--- config.mk ---
export PLATFORM = sky130hd
export DESIGN_NAME = ppa_top
export DESIGN_NICKNAME = d
export VERILOG_FILES = /design/src/common/ppa_pkg.sv /design/src/ppa_sync.sv /design/src/ppa_watch.sv /design/src/ppa_top.sv
export SDC_FILE = /design/constraint.sdc
export NUM_CORES = 1
export LEC_CHECK = 0
export ABC_AREA = 0
export BUFFER_PORTS_ARGS = -buffer_cell sky130_fd_sc_hd__buf_2
export CORE_UTILIZATION = 35
export CTS_CLUSTER_SIZE = 25
export DETAILED_ROUTE_END_ITERATION = 10
export PLACE_DENSITY_LB_ADDON = 0.08
export SYNTH_ARGS = -nofsm -noshare
export SYNTH_HDL_FRONTEND = slang
export SYNTH_HIERARCHICAL = 1
export SYNTH_SLANG_ARGS = --single-unit
export TNS_END_PERCENT = 1
--- constraint.sdc ---
create_clock -name CLK -period 4.3 [get_ports CLK]
set_input_delay 1.29 -clock CLK [delete_from_list [all_inputs] [get_ports CLK]]
set_output_delay 1.29 -clock CLK [all_outputs]
set_load 0.005 [all_outputs]
--- src/common/ppa_pkg.sv ---
// Purpose: Shared constants and types for the primary bus arbiter block
// Assumes: 32-bit APB, byte addresses, 200 MHz primary bus clock
// Notes: Offsets are byte addresses of aligned words
package ppa_pkg;

  // ==========================================================
  // Register offsets
  localparam logic [11:0] OFF_MISC_CTRL = 12'h0160;
  localparam logic [11:0] OFF_ARB_CTRL = 12'h0164;
  localparam logic [11:0] OFF_EXTRA_ASSIGN = 12'h0168;
  localparam logic [11:0] OFF_ARB_STATUS = 12'h016C;
  localparam logic [11:0] OFF_IRQ_STATUS = 12'h0170;
  localparam logic [11:0] OFF_IRQ_CLEAR = 12'h0174;
  localparam logic [11:0] OFF_IRQ_ENABLE = 12'h0178;
  localparam logic [11:0] OFF_IMAGE_BASE = 12'h017C;

  // ==========================================================
  // Field positions
  localparam int MISC_BAR_EN_BIT = 15;
  localparam int MISC_RETRY_LSB = 8;
  localparam int MISC_ABORT_MAP_BIT = 7;
  localparam int ARB_FLAG_LSB = 16;
  localparam int ARB_PRI_LSB = 8;
  localparam int ARB_WATCH_EN_BIT = 4;
  localparam int ARB_PARK_BIT = 3;
  localparam int ARB_PARK_SEL_LSB = 0;
  localparam int STAT_ARB_ON_BIT = 0;
  localparam int STAT_OWNER_LSB = 8;
  localparam int IRQ_UNRESP_BIT = 0;
  localparam int IRQ_RETRY_BIT = 1;

  // ==========================================================
  // Write masks and values after reset
  localparam logic [31:0] MISC_WR_MASK = 32'h0000_8F80;
  localparam logic [31:0] MISC_RESET = 32'h0000_8080;
  localparam logic [31:0] ARB_WR_MASK = 32'h00FF_FF1F;
  localparam logic [31:0] ARB_RESET = 32'h0000_0000;
  localparam logic [31:0] IMAGE_BASE_MASK = 32'hFFFF_F000;
  localparam logic [2:0] EXTRA_ASSIGN_RESET = 3'h0;
  localparam logic [1:0] IRQ_RESET = 2'h0;

  // ==========================================================
  // Counts
  localparam logic [4:0] WATCH_LIMIT = 5'h10;
  localparam logic [3:0] RETRY_CODE_FOREVER = 4'h0;
  localparam logic [3:0] RETRY_CODE_SHORT = 4'h1;
  localparam logic [24:0] RETRY_SHORT_COUNT = 25'h000_0040;
  localparam logic [24:0] RETRY_LONG_COUNT = 25'h100_0000;
  localparam logic [1:0] STRAP_SETTLE = 2'h3;

  // ==========================================================
  // Types
  typedef enum logic [1:0] {
    ST_PARK,
    ST_GRANT,
    ST_BUSY
  } ppa_state_type;

endpackage

--- src/ppa_sync.sv ---
// Purpose: Two-stage synchroniser for pin inputs
// Assumes: Inputs asynchronous to CLK
// Notes: First stage feeds only the second stage
`timescale 1ns/1ps
`default_nettype none
module ppa_sync #(
  parameter int WIDTH = 1,
  parameter logic [WIDTH-1:0] RST_VAL = '0
) (
  input wire logic clk,
  input wire logic rst,
  input wire logic ce,
  input wire logic [WIDTH-1:0] din,
  output logic [WIDTH-1:0] dout
);

  logic [WIDTH-1:0] meta_q;
  logic [WIDTH-1:0] sync_q;

  always_ff @(posedge clk) begin
    if (rst) begin
      meta_q <= RST_VAL;
      sync_q <= RST_VAL;
    end else if (ce) begin
      meta_q <= din;
      sync_q <= meta_q;
    end
  end

  assign dout = sync_q;

endmodule
`default_nettype wire

--- src/ppa_watch.sv ---
// Purpose: Grant-to-transaction watch counter
// Assumes: One granted master at a time
// Notes: Expiry is a one-cycle pulse
`timescale 1ns/1ps
`default_nettype none
module ppa_watch (
  input wire logic clk,
  input wire logic rst,
  input wire logic ce,
  input wire logic enable,
  input wire logic start,
  input wire logic stop,
  output logic expired
);

  logic running_q;
  logic [4:0] cnt_q;
  logic expired_q;
  logic last_tick;

  assign last_tick = running_q && !stop && (cnt_q == ppa_pkg::WATCH_LIMIT - 5'h01);

  always_ff @(posedge clk) begin
    if (rst) begin
      running_q <= 1'b0;
      cnt_q <= 5'h00;
      expired_q <= 1'b0;
    end else if (ce) begin
      expired_q <= last_tick;
      if (start) begin
        running_q <= enable;
        cnt_q <= 5'h00;
      end else if (stop || last_tick || !enable) begin
        running_q <= 1'b0;
      end else if (running_q) begin
        cnt_q <= cnt_q + 5'h01;
      end
    end
  end

  assign expired = expired_q;

endmodule
`default_nettype wire

--- src/ppa_top.sv ---
// Purpose: Primary bus arbiter and misc control with APB registers
// Assumes: REQ/GNT/FRAME/IRDY pins are active low and asynchronous
// Notes: Master 0 is the bridge itself, 1 to 7 are external
//
// How it works
// - Four fixed external masters, three more enabled by extra-assign bits.
// - Strap enables arbiter; when off bridge requests over the external pair.
// - Status register reports whether the arbiter is enabled.
// - One unresponsive flag per master, set after 16 clocks without response.
// - Flagged masters are excluded from arbitration; cleared flags are included.
// - Each external master priority bit selects high or low level.
// - Bridge priority bit selects high or low level.
// - Park on selected master when park bit set, else last granted.
// - Park code 0 is the bridge, codes 1 to 7 external masters.
// - Retry code 0 forever, 1 is 64, other codes 2^24 retries.
// - Config master-abort returns all ones when bit set, else target-abort.
// - Reaching the retry limit raises a loggable error event.
//
// Implementation choice: register access over APB.
`timescale 1ns/1ps
`default_nettype none
module ppa_top (
  input wire logic CLK,
  input wire logic RST,
  input wire logic CE,
  input wire logic PSEL,
  input wire logic PENABLE,
  input wire logic PWRITE,
  input wire logic [11:0] PADDR,
  input wire logic [31:0] PWDATA,
  output logic [31:0] PRDATA,
  output logic PREADY,
  output logic PSLVERR,
  input wire logic ARB_STRAP,
  input wire logic [7:1] MASTER_REQ_N,
  output logic [7:1] MASTER_GNT_N,
  input wire logic FRAME_N,
  input wire logic IRDY_N,
  input wire logic BRIDGE_REQ,
  output logic BRIDGE_GNT,
  output logic EXT_ARB_REQUEST_LINE_N,
  input wire logic EXT_ARB_GRANT_LINE_N,
  input wire logic RETRY_EVENT,
  input wire logic XFER_DONE,
  output logic MAX_RETRY_ERR,
  output logic REG_IMAGE_ENABLE,
  output logic [31:0] REG_IMAGE_BASE,
  output logic CFG_ABORT_ALL_ONES,
  output logic IRQ
);

  // ==========================================================
  // Pin synchronisers
  logic [10:0] pins_s;
  logic [7:1] req_n_s;
  logic frame_n_s;
  logic irdy_n_s;
  logic ext_gnt_n_s;
  logic strap_s;

  ppa_sync #(
    .WIDTH(11),
    .RST_VAL(11'h7FE)
  ) u_sync (
    .clk(CLK),
    .rst(RST),
    .ce(CE),
    .din({MASTER_REQ_N, FRAME_N, IRDY_N, EXT_ARB_GRANT_LINE_N, ARB_STRAP}),
    .dout(pins_s)
  );

  assign req_n_s = pins_s[10:4];
  assign frame_n_s = pins_s[3];
  assign irdy_n_s = pins_s[2];
  assign ext_gnt_n_s = pins_s[1];
  assign strap_s = pins_s[0];

  // ==========================================================
  // Registers
  logic [31:0] misc_q;
  logic [31:0] arb_q;
  logic [2:0] extra_q;
  logic [1:0] irq_stat_q;
  logic [1:0] irq_en_q;
  logic [31:0] image_base_q;
  logic [7:0] flags_q;
  logic primary_arbiter_on_q;
  logic [1:0] settle_q;
  logic strap_done_q;

  // ==========================================================
  // APB decode
  logic access;
  logic apb_done;
  logic wr_en;
  logic [11:0] addr_w;
  logic hit_misc;
  logic hit_arb;
  logic hit_extra;
  logic hit_stat;
  logic hit_istat;
  logic hit_iclr;
  logic hit_ien;
  logic hit_base;
  logic mapped;
  logic [31:0] rd_mux;
  logic pready_q;
  logic pslverr_q;
  logic [31:0] prdata_q;

  assign addr_w = {PADDR[11:2], 2'b00};
  assign access = PSEL && PENABLE;
  assign apb_done = access && pready_q;
  assign wr_en = apb_done && PWRITE;
  assign hit_misc = (addr_w == ppa_pkg::OFF_MISC_CTRL);
  assign hit_arb = (addr_w == ppa_pkg::OFF_ARB_CTRL);
  assign hit_extra = (addr_w == ppa_pkg::OFF_EXTRA_ASSIGN);
  assign hit_stat = (addr_w == ppa_pkg::OFF_ARB_STATUS);
  assign hit_istat = (addr_w == ppa_pkg::OFF_IRQ_STATUS);
  assign hit_iclr = (addr_w == ppa_pkg::OFF_IRQ_CLEAR);
  assign hit_ien = (addr_w == ppa_pkg::OFF_IRQ_ENABLE);
  assign hit_base = (addr_w == ppa_pkg::OFF_IMAGE_BASE);
  assign mapped = hit_misc | hit_arb | hit_extra | hit_stat | hit_istat | hit_iclr
                  | hit_ien | hit_base;

  // ==========================================================
  // Control fields
  logic bar_en;
  logic [3:0] retry_code;
  logic [7:0] pri_vec;
  logic watch_en;
  logic park_sel;
  logic [2:0] park_code_sel;
  logic [7:0] present;

  assign bar_en = misc_q[ppa_pkg::MISC_BAR_EN_BIT];
  assign retry_code = misc_q[ppa_pkg::MISC_RETRY_LSB +: 4];
  assign pri_vec = arb_q[ppa_pkg::ARB_PRI_LSB +: 8];
  assign watch_en = arb_q[ppa_pkg::ARB_WATCH_EN_BIT];
  assign park_sel = arb_q[ppa_pkg::ARB_PARK_BIT];
  assign park_code_sel = arb_q[ppa_pkg::ARB_PARK_SEL_LSB +: 3];
  assign present = {extra_q, 5'h1F};

  // ==========================================================
  // Arbitration
  ppa_pkg::ppa_state_type state_q;
  ppa_pkg::ppa_state_type state_d;
  logic [7:0] gnt_q;
  logic [7:0] gnt_d;
  logic [2:0] owner_q;
  logic [2:0] owner_d;
  logic [2:0] last_q;
  logic [2:0] last_d;
  logic [7:0] req_vec;
  logic [7:0] elig;
  logic [7:0] hi;
  logic [7:0] pool;
  logic [2:0] winner;
  logic [2:0] park_code;
  logic park_ok;
  logic bus_idle;
  logic others;
  logic watch_start;
  logic watch_stop;
  logic expired;
  logic [7:0] flag_set;

  function automatic logic [2:0] rr_pick(input logic [7:0] m, input logic [2:0] last);
    logic [2:0] idx;
    logic [2:0] pick;
    pick = last;
    for (int i = 8; i >= 1; i--) begin
      idx = last + i[2:0];
      if (m[idx]) begin
        pick = idx;
      end
    end
    return pick;
  endfunction

  assign req_vec = {~req_n_s, BRIDGE_REQ};
  assign elig = req_vec & present & ~flags_q;
  assign hi = elig & pri_vec;
  assign pool = (|hi) ? hi : elig;
  assign winner = rr_pick(pool, last_q);
  assign park_code = park_sel ? park_code_sel : last_q;
  assign park_ok = present[park_code] && !flags_q[park_code];
  assign bus_idle = frame_n_s && irdy_n_s;
  assign others = |(elig & ~(8'h01 << owner_q));
  assign watch_start = (state_q == ppa_pkg::ST_PARK) && (state_d == ppa_pkg::ST_GRANT);
  // Any exit from grant stops the watch, so a withdrawn request is never flagged
  assign watch_stop = (state_q == ppa_pkg::ST_GRANT) && (state_d != ppa_pkg::ST_GRANT);
  assign flag_set = expired ? (8'h01 << owner_q) : 8'h00;

  always_comb begin
    state_d = state_q;
    gnt_d = gnt_q;
    owner_d = owner_q;
    last_d = last_q;
    case (state_q)
      ppa_pkg::ST_PARK: begin
        if ((|elig) && bus_idle) begin
          gnt_d = 8'h01 << winner;
          owner_d = winner;
          last_d = winner;
          state_d = ppa_pkg::ST_GRANT;
        end else if (bus_idle) begin
          gnt_d = park_ok ? (8'h01 << park_code) : 8'h00;
        end
      end
      ppa_pkg::ST_GRANT: begin
        if (!frame_n_s) begin
          state_d = ppa_pkg::ST_BUSY;
        end else if (expired || !req_vec[owner_q]) begin
          gnt_d = 8'h00;
          state_d = ppa_pkg::ST_PARK;
        end
      end
      ppa_pkg::ST_BUSY: begin
        if (!req_vec[owner_q] || others) begin
          gnt_d = 8'h00;
        end
        if ((gnt_q == 8'h00) && bus_idle) begin
          state_d = ppa_pkg::ST_PARK;
        end
      end
      default: begin
        gnt_d = 8'h00;
        state_d = ppa_pkg::ST_PARK;
      end
    endcase
    if (!primary_arbiter_on_q) begin
      gnt_d = 8'h00;
      state_d = ppa_pkg::ST_PARK;
    end
  end

  ppa_watch u_watch (
    .clk(CLK),
    .rst(RST),
    .ce(CE),
    .enable(watch_en),
    .start(watch_start),
    .stop(watch_stop),
    .expired(expired)
  );

  always_ff @(posedge CLK) begin
    if (RST) begin
      state_q <= ppa_pkg::ST_PARK;
      gnt_q <= 8'h00;
      owner_q <= 3'h0;
      last_q <= 3'h0;
    end else if (CE) begin
      state_q <= state_d;
      gnt_q <= gnt_d;
      owner_q <= owner_d;
      last_q <= last_d;
    end
  end

  // ==========================================================
  // Strap capture after reset release
  always_ff @(posedge CLK) begin
    if (RST) begin
      settle_q <= 2'h0;
      strap_done_q <= 1'b0;
      primary_arbiter_on_q <= 1'b0;
    end else if (CE && !strap_done_q) begin
      settle_q <= settle_q + 2'h1;
      if (settle_q == ppa_pkg::STRAP_SETTLE) begin
        strap_done_q <= 1'b1;
        primary_arbiter_on_q <= strap_s;
      end
    end
  end

  // ==========================================================
  // Retry limit
  logic [24:0] retry_limit;
  logic [24:0] retry_cnt_q;
  logic retry_hit;
  logic max_err_q;

  assign retry_limit = (retry_code == ppa_pkg::RETRY_CODE_FOREVER) ? 25'h000_0000 :
                       (retry_code == ppa_pkg::RETRY_CODE_SHORT) ? ppa_pkg::RETRY_SHORT_COUNT :
                       ppa_pkg::RETRY_LONG_COUNT;
  assign retry_hit = RETRY_EVENT && (retry_limit != 25'h000_0000)
                     && (retry_cnt_q + 25'h000_0001 == retry_limit);

  always_ff @(posedge CLK) begin
    if (RST) begin
      retry_cnt_q <= 25'h000_0000;
      max_err_q <= 1'b0;
    end else if (CE) begin
      max_err_q <= retry_hit;
      if (XFER_DONE || retry_hit) begin
        retry_cnt_q <= 25'h000_0000;
      end else if (RETRY_EVENT) begin
        retry_cnt_q <= retry_cnt_q + 25'h000_0001;
      end
    end
  end

  // ==========================================================
  // Register writes
  logic [1:0] irq_evt;

  assign irq_evt = {retry_hit, |flag_set};

  always_ff @(posedge CLK) begin
    if (RST) begin
      misc_q <= ppa_pkg::MISC_RESET;
      arb_q <= ppa_pkg::ARB_RESET;
      extra_q <= ppa_pkg::EXTRA_ASSIGN_RESET;
      irq_en_q <= ppa_pkg::IRQ_RESET;
      image_base_q <= 32'h0000_0000;
    end else if (CE) begin
      if (wr_en && hit_misc) begin
        misc_q <= PWDATA & ppa_pkg::MISC_WR_MASK;
      end
      if (wr_en && hit_arb) begin
        arb_q <= PWDATA & ppa_pkg::ARB_WR_MASK;
      end
      if (wr_en && hit_extra) begin
        extra_q <= PWDATA[2:0];
      end
      if (wr_en && hit_ien) begin
        irq_en_q <= PWDATA[1:0];
      end
      if (wr_en && hit_base && bar_en) begin
        image_base_q <= PWDATA & ppa_pkg::IMAGE_BASE_MASK;
      end
    end
  end

  // Hardware set wins over a software write or clear
  always_ff @(posedge CLK) begin
    if (RST) begin
      flags_q <= 8'h00;
      irq_stat_q <= ppa_pkg::IRQ_RESET;
    end else if (CE) begin
      flags_q <= ((wr_en && hit_arb) ? PWDATA[ppa_pkg::ARB_FLAG_LSB +: 8] : flags_q)
                 | flag_set;
      irq_stat_q <= (irq_stat_q & ~((wr_en && hit_iclr) ? PWDATA[1:0] : 2'h0)) | irq_evt;
    end
  end

  // ==========================================================
  // Read mux and APB answer
  assign rd_mux = hit_misc ? misc_q :
                  hit_arb ? (arb_q | {8'h00, flags_q, 16'h0000}) :
                  hit_extra ? {29'h0000_0000, extra_q} :
                  hit_stat ? {21'h00_0000, owner_q, 7'h00, primary_arbiter_on_q} :
                  hit_istat ? {30'h0000_0000, irq_stat_q} :
                  hit_ien ? {30'h0000_0000, irq_en_q} :
                  (hit_base && bar_en) ? image_base_q :
                  32'h0000_0000;

  always_ff @(posedge CLK) begin
    if (RST) begin
      pready_q <= 1'b0;
      pslverr_q <= 1'b0;
      prdata_q <= 32'h0000_0000;
    end else if (CE) begin
      pready_q <= access && !pready_q;
      pslverr_q <= access && !pready_q && !mapped;
      if (access && !pready_q && !PWRITE) begin
        prdata_q <= rd_mux;
      end
    end
  end

  // ==========================================================
  // Outputs
  logic [7:1] gnt_n_q;
  logic bridge_gnt_q;
  logic ext_req_n_q;
  logic irq_q;

  always_ff @(posedge CLK) begin
    if (RST) begin
      gnt_n_q <= 7'h7F;
      bridge_gnt_q <= 1'b0;
      ext_req_n_q <= 1'b1;
      irq_q <= 1'b0;
    end else if (CE) begin
      gnt_n_q <= ~gnt_d[7:1];
      bridge_gnt_q <= primary_arbiter_on_q ? gnt_d[0] : !ext_gnt_n_s;
      ext_req_n_q <= !(BRIDGE_REQ && !primary_arbiter_on_q);
      irq_q <= |(irq_stat_q & irq_en_q);
    end
  end

  assign PRDATA = prdata_q;
  assign PREADY = pready_q;
  assign PSLVERR = pslverr_q;
  assign MASTER_GNT_N = gnt_n_q;
  assign BRIDGE_GNT = bridge_gnt_q;
  assign EXT_ARB_REQUEST_LINE_N = ext_req_n_q;
  assign MAX_RETRY_ERR = max_err_q;
  assign REG_IMAGE_ENABLE = bar_en;
  assign REG_IMAGE_BASE = image_base_q;
  assign CFG_ABORT_ALL_ONES = misc_q[ppa_pkg::MISC_ABORT_MAP_BIT];
  assign IRQ = irq_q;

endmodule
`default_nettype wire

## After elaboration in Yosys (flattened, before gate mapping)

Cells that the tools add are included.

| storage, ports and cells | value |
|---|---|
| bits of input ports | 64 |
| register bits | 178 |

| operators by class | value |
|---|---|
| order comparisons | 9 |
| bitwise operators | 21 |
| add/subtract/negate cells | 10 |
| equality and inequality tests | 17 |
| reductions and logical operators | 65 |
| multiplexer cells | 63 |
| shift-type cells | 3 |

Operators by type and width:

| operator | count |
|---|---|
| 32-bit two-way mux | 7 |
| 25-bit two-way mux | 4 |
| 10-bit by 7-bit equality test with 1-bit output (second input constant) | 8 |
| 8-bit two-way mux | 10 |
| 3-bit by 4-bit less-than comparator with 1-bit output (second input constant) | 9 |
| 8-bit bitwise AND | 4 |
| 8-bit OR reduction | 4 |
| 1-bit binary-select mux with 3-bit select | 10 |
| 1-bit logical AND | 26 |
| 25-bit by 1-bit adder with 25-bit output (second input constant) | 1 |
| 25-bit equality test | 1 |
| 25-bit nonzero test | 1 |
| 3-bit two-way mux | 8 |
| 24-bit OR | 1 |
| 8-bit one-hot mux with 3 select lines | 1 |
| 1-bit by 3-bit << shifter with 8-bit output (first input constant) | 3 |
| 2-bit AND reduction | 9 |
| 8-bit NOT | 2 |
| 5-bit two-way mux | 3 |
| 7-bit NOT | 2 |
| 1-bit two-way mux | 13 |
| 3-bit adder (second input constant) | 4 |
| 2-bit two-way mux | 6 |
| 1-bit zero test | 11 |
| 22 further kinds | 40 |

## Logic depth before layout (Yosys ltp)

| logic depth | value |
|---|---|
| depth in word-level cells | 20 |
| depth in mapped cells | 13 |

## By module

Netlist, hierarchy kept.

By module, submodules not included:

| module | instances | seq. area each (um^2) | area an instance (um^2) | cells an instance |
|---|---|---|---|---|
| ppa_top | 1 | 2,942.8 | 8,318.0 | 1,075 |
| ppa_sync | 1 | 440.4 | 829.5 | 72 |
| ppa_watch | 1 | 140.1 | 384.1 | 41 |

## Worst setup path before layout

Ideal clock, no wire load.

| timing | value |
|---|---|
| path type | input-to-reg |
| start | in BRIDGE_REQ |
| end | reg gnt_n_q, in the netlist MASTER_GNT_N[7] |
| slack | 0.007 ns |
| data arrival time | 4.173 ns |
| stages | 9 |
| cell sequence | nor2b_2 > a2111oi_4 > a21oi_1 > o32a_1 > mux4_2 > o311a_1 > a21o_1 > o41a_1 > a211o_1 |

| between the ends | value |
|---|---|
| cells in the longest elaborated chain, start to end | 19 |
| elaborated cells on any way between the ends | 43 |
| classes of those cells | 1 x shift; 30 x mux; 5 x bitwise; 7 x reduce/logical |

Ends and longest elaborated chain:

| item | RTL line | source |
|---|---|---|
| start, declared | ppa_top.sv:39 | `input wire logic BRIDGE_REQ,` |
| 8-bit bitwise AND (2 in a row) | ppa_top.sv:182 | `assign elig = req_vec & present & ~flags_q;` |
| 8-bit bitwise AND | ppa_top.sv:183 | `assign hi = elig & pri_vec;` |
| 8-bit OR reduction | ppa_top.sv:184 | `assign pool = (\|hi) ? hi : elig;` |
| 8-bit two-way mux | ppa_top.sv:184 |  |
| 1-bit binary-select mux with 3-bit select | ppa_top.sv:174 | `if (m[idx]) begin` |
| 1-bit two-way mux (not written as such) | ppa_top.sv:174 |  |
| 3-bit two-way mux (7 in a row) | ppa_top.sv:174 |  |
| 1-bit by 3-bit << shifter with 8-bit output | ppa_top.sv:203 | `gnt_d = 8'h01 << winner;` |
| 8-bit two-way mux | ppa_top.sv:202 | `if ((\|elig) && bus_idle) begin` |
| 8-bit one-hot mux with 3 select lines * | ppa_top.sv:200 | `case (state_q)` |
| 8-bit two-way mux * | ppa_top.sv:232 | `if (!primary_arbiter_on_q) begin` |
| 7-bit NOT * | ppa_top.sv:388 | `gnt_n_q <= ~gnt_d[7:1];` |
| end signal, assigned | ppa_top.sv:388 |  |
| end, declared | ppa_top.sv:376 | `logic [7:1] gnt_n_q;` |

Every way passes the cells marked *; elsewhere a longest branch is shown, timed or not. The select of a mux whose other input is x is not followed.
A chain may end at the register's enable or synchronous reset.

## Worst setup path after layout

| timing | value |
|---|---|
| start | in BRIDGE_REQ |
| end | reg gnt_n_q, in the netlist MASTER_GNT_N[6] |

The elaborated chain is that of the path after synthesis.

==> impl_metrics.toml <==
[route]
route.met3.wl_um = 1540
drt-met1-wl_um = 15000
vias_per_cell = 5.55
drt-total-wl_um = 30800
firstDrtPassIters = 5
routedWlPerCell_um = 18.6
dr_total_vias = 9221
drt_iter0_drc = 638
drt.antenna.violating_nets = 0
drc_errors = 0
route.met2.wl_um = 13700
highest_layer = "met4"

[timing]
worst_slew_pin_slew_ns = 0.840
fin_ws_ns = 0.127
fin_crit_sh = 0.971
drv_slew = 0
finClkSkew_ns = 0.0199
min_period_ns = 4.17
setup_viol = 0
rsz0062_at_grt = "no"
slew_headroom = 0.424
finalSetupTns_ns = 0
max_clock_freq_ghz = 0.240
hold_viol = 0

[clock_tree]
clock-root-buffer = "clkbuf_16"
clk_latency_ns = 0.44
clock_sinks = 176
cts_made_buffers = 17
clk_path_buf_depth = 2
clkSlewWorstSetupHoldPaths_ns = 0.08
h-tree-depth = 4
tritoncts = "yes"
postCtsSetupRepairBufs = 0

[yosys]
synth_top_area_share = 0.370
synth_area_leaders = "dfxtp_1 37%, nand2_1 7.0%, a21oi_1 6.6%"
ys_seq_area_frac = 0.370
synth_ff_type = "dfxtp_1"
yosysTopAreaCell = "dfxtp_1"
ys_ff_latch = 176
synth_cell_types = 86
netlist_instances = 1188
yosys_warnings = 6
syn_area_sq_mm = 0.00953
synth_edf_count = 0
synthArstFlopShare = 0
syn_area_per_cell_sq_um = 8.02

[critical_path]
worst-r2r-setup-slack_ns = 0.52
rr_worst_depth = 10
cp_max_fo = 8
cp-end-kind = "flip-flop"
worst_setup_path_start_kind = "input pin"
cp.arrival_ns = 4.50
r2r-end = "MASTER_GNT_N[7]$_SDFFE_PP1P_"
crit_required_ns = 4.62
crit-reg2reg-launch = "arb_q[15]$_SDFFE_PP0P_"
critPathKind = "input pin to flip-flop"

[min_path]
whs_path_depth = 2
hold_end = "PRDATA[25]$_SDFFE_PP0P_"
min_path_type = "flip-flop to flip-flop"
min_from = "PRDATA[25]$_SDFFE_PP0P_"

[floorplan]
ioPinCount = 143
design.core.area_sq_mm = 0.0268
die_area_sq_mm = 0.0279
start_util = 0.356
dieHeight_um = 167
fp.dieW_um = 167
rows = 60

[power]
peakVddDrop_mv = 0.215
p_per_area_mw_per_mm2 = 373
p_leak_uw = 0.00422

[final_layout]
drive_above_1_share = 0.197
nets = 1382
syn_to_final_growth_pct = 17.8

[grt]
grt_overflow = 0
grt_first_pass_wirelength_um = 49100
track_usage = 0.222
grt_max_degree = 82
grt_pass1_vias = 8605
antenna_found_initial = 1

[placement]
post-place-ws_ns = -0.397
hpwl_um = 21800
io_buffers = 124
gp_congestion = 0.904

[status]
status = "complete, no violations"

[job]
drv_cap = 0
==> flip-flops by register name (all words and copies together) (netlist names), 2 cells and up <==
| name | flops |
|---|---|
| flags_q | 8 |
| misc_q | 6 |
| u_watch/cnt_q | 5 |
| last_q | 3 |
| irq_stat_q | 2 |
| u_sync/dout | 11 |
| state_q | 2 |
| extra_q | 3 |
| REG_IMAGE_BASE | 20 |
| retry_cnt_q | 25 |
| MASTER_GNT_N | 7 |
| PRDATA | 30 |
| arb_q | 21 |
| gnt_q | 8 |
| irq_en_q | 2 |
| u_sync/meta_q | 11 |
| settle_q | 2 |
==> layout make-up <==
type	count	area (sq um)
timing repair buffer	177	1030
inverter	24	90.1
antenna	1	2.50
multi-input combinational	910	5560
fill	2753	15600
sequential	176	3520
clock buffer	17	425
clock inverter	15	168
tap	341	427
==> through the flow <==
stage	power [uW]	utilization	std cells	instance area, sq um	hold WS (ns)
final	4180	0.419	1661	11200	0.452
after global routing	4360	0.419	1660	11200	0.465
after CTS	4210	0.418	1660	11200	0.456
after detailed placement	2600	0.396	1628	10600	0.440
after global placement	2600	0.396	1628	10600	0.436
after floorplan	2300	-	1201	9580	0.427
==> report_power, final <==
| part | switching (uW) | total [uW] | internal (uW) | leakage (uW) |
|---|---|---|---|---|
| logic | 537 | 893 | 356 | 0.00251 |
| registers | 25.5 | 1690 | 1660 | 0.00143 |
| clock network | 820 | 1600 | 784 | 0.000285 |
==> critical path, stage by stage <==
cell and delay (ns):
buf_2 0.11, nor2b_2 0.18, a2111oi_4 0.38, buf_6 0.19
a21oi_1 0.11, o32a_1 0.37, mux4_2 0.55, nor4_2 0.33
a2111oi_4 0.10, and2_4 0.21, o41a_1 0.44, a211o_1 0.23
==> repair_timing <==
action                     CTS  global route
resized for setup            0             7
hold buffers                 0             0
setup endpoints to repair    0            16
==> metal layers <==
layer  global-route usage  vias up
met5                    0        -
met4               0.0745        0
met3               0.0392       36
met2                0.344      256
met1                0.309     4397
li1                     -     4532
==> worst max path at each step <==
| stage | slack (ns) | to | start |
|---|---|---|---|
| after detailed placement | -0.40 | MASTER_GNT_N[2]$_SDFFE_PP1P_ | BRIDGE_REQ |
| after global placement | -0.36 | MASTER_GNT_N[2]$_SDFFE_PP1P_ | BRIDGE_REQ |
| after global routing | 0.01 | MASTER_GNT_N[6]$_SDFFE_PP1P_ | BRIDGE_REQ |
| after CTS | 0.07 | MASTER_GNT_N[2]$_SDFFE_PP1P_ | BRIDGE_REQ |
| final | 0.13 | MASTER_GNT_N[6]$_SDFFE_PP1P_ | BRIDGE_REQ |
| after floorplan | 0.007 | MASTER_GNT_N[7]$_SDFFE_PP1P_ | BRIDGE_REQ |
==> cell usage in the layout, fill, tap and decap left out, types with 6 or more instances in the layout <==
cell and n:
buf_4 52, a211o_1 29, ha_1 12, o211ai_1 6
nand3_1 46, a21oi_1 121, dfxtp_1 176, conb_1 14
nand2_1 179, nor3b_1 15, a22oi_1 12, and3_1 13
or2_2 9, xnor2_1 7, nor2b_1 24, nand4_1 9
clkbuf_16 17, nor4_1 14, a31oi_1 21, buf_2 123
and2_1 8, nor2_1 103, o21ai_0 51, inv_1 20
o32a_1 11, o22ai_1 6, nand2b_1 11, nor3_1 24
mux2i_1 32, mux4_2 8, or3_1 14
==> kinds of logic (layout without fill, tap and decap cells) <==
| kind of cell | Yosys count | in the layout | share of synthesized area |
|---|---|---|---|
| multiplexers | 43 | 43 | 0.0580 |
| XOR/XNOR | 11 | 11 | 0.0101 |
| AO/OA/AOI/OAI | 326 | 326 | 0.231 |
| AND/OR/NAND/NOR | 504 | 504 | 0.260 |
| buffers and inverters | 115 | 233 | 0.0547 |
| adder cells (fa/ha/maj) | 12 | 12 | 0.0158 |
| flip-flops | 176 | 176 | 0.370 |
| other | 1 | 15 | 0.000393 |
==> Yosys cell counts (all sizes together) (17+ instances only) <==
master,number
nand2,179
dfxtp,176
a21oi,126
nor2,103
clkbuf,70
o21ai,51
nand3,46
mux2i,32
a211o,29
nor2b,25
nor3,25
a31oi,21
buf,21
inv,21
nor4,17
Note: power is estimated with default switching activity, not from simulation.
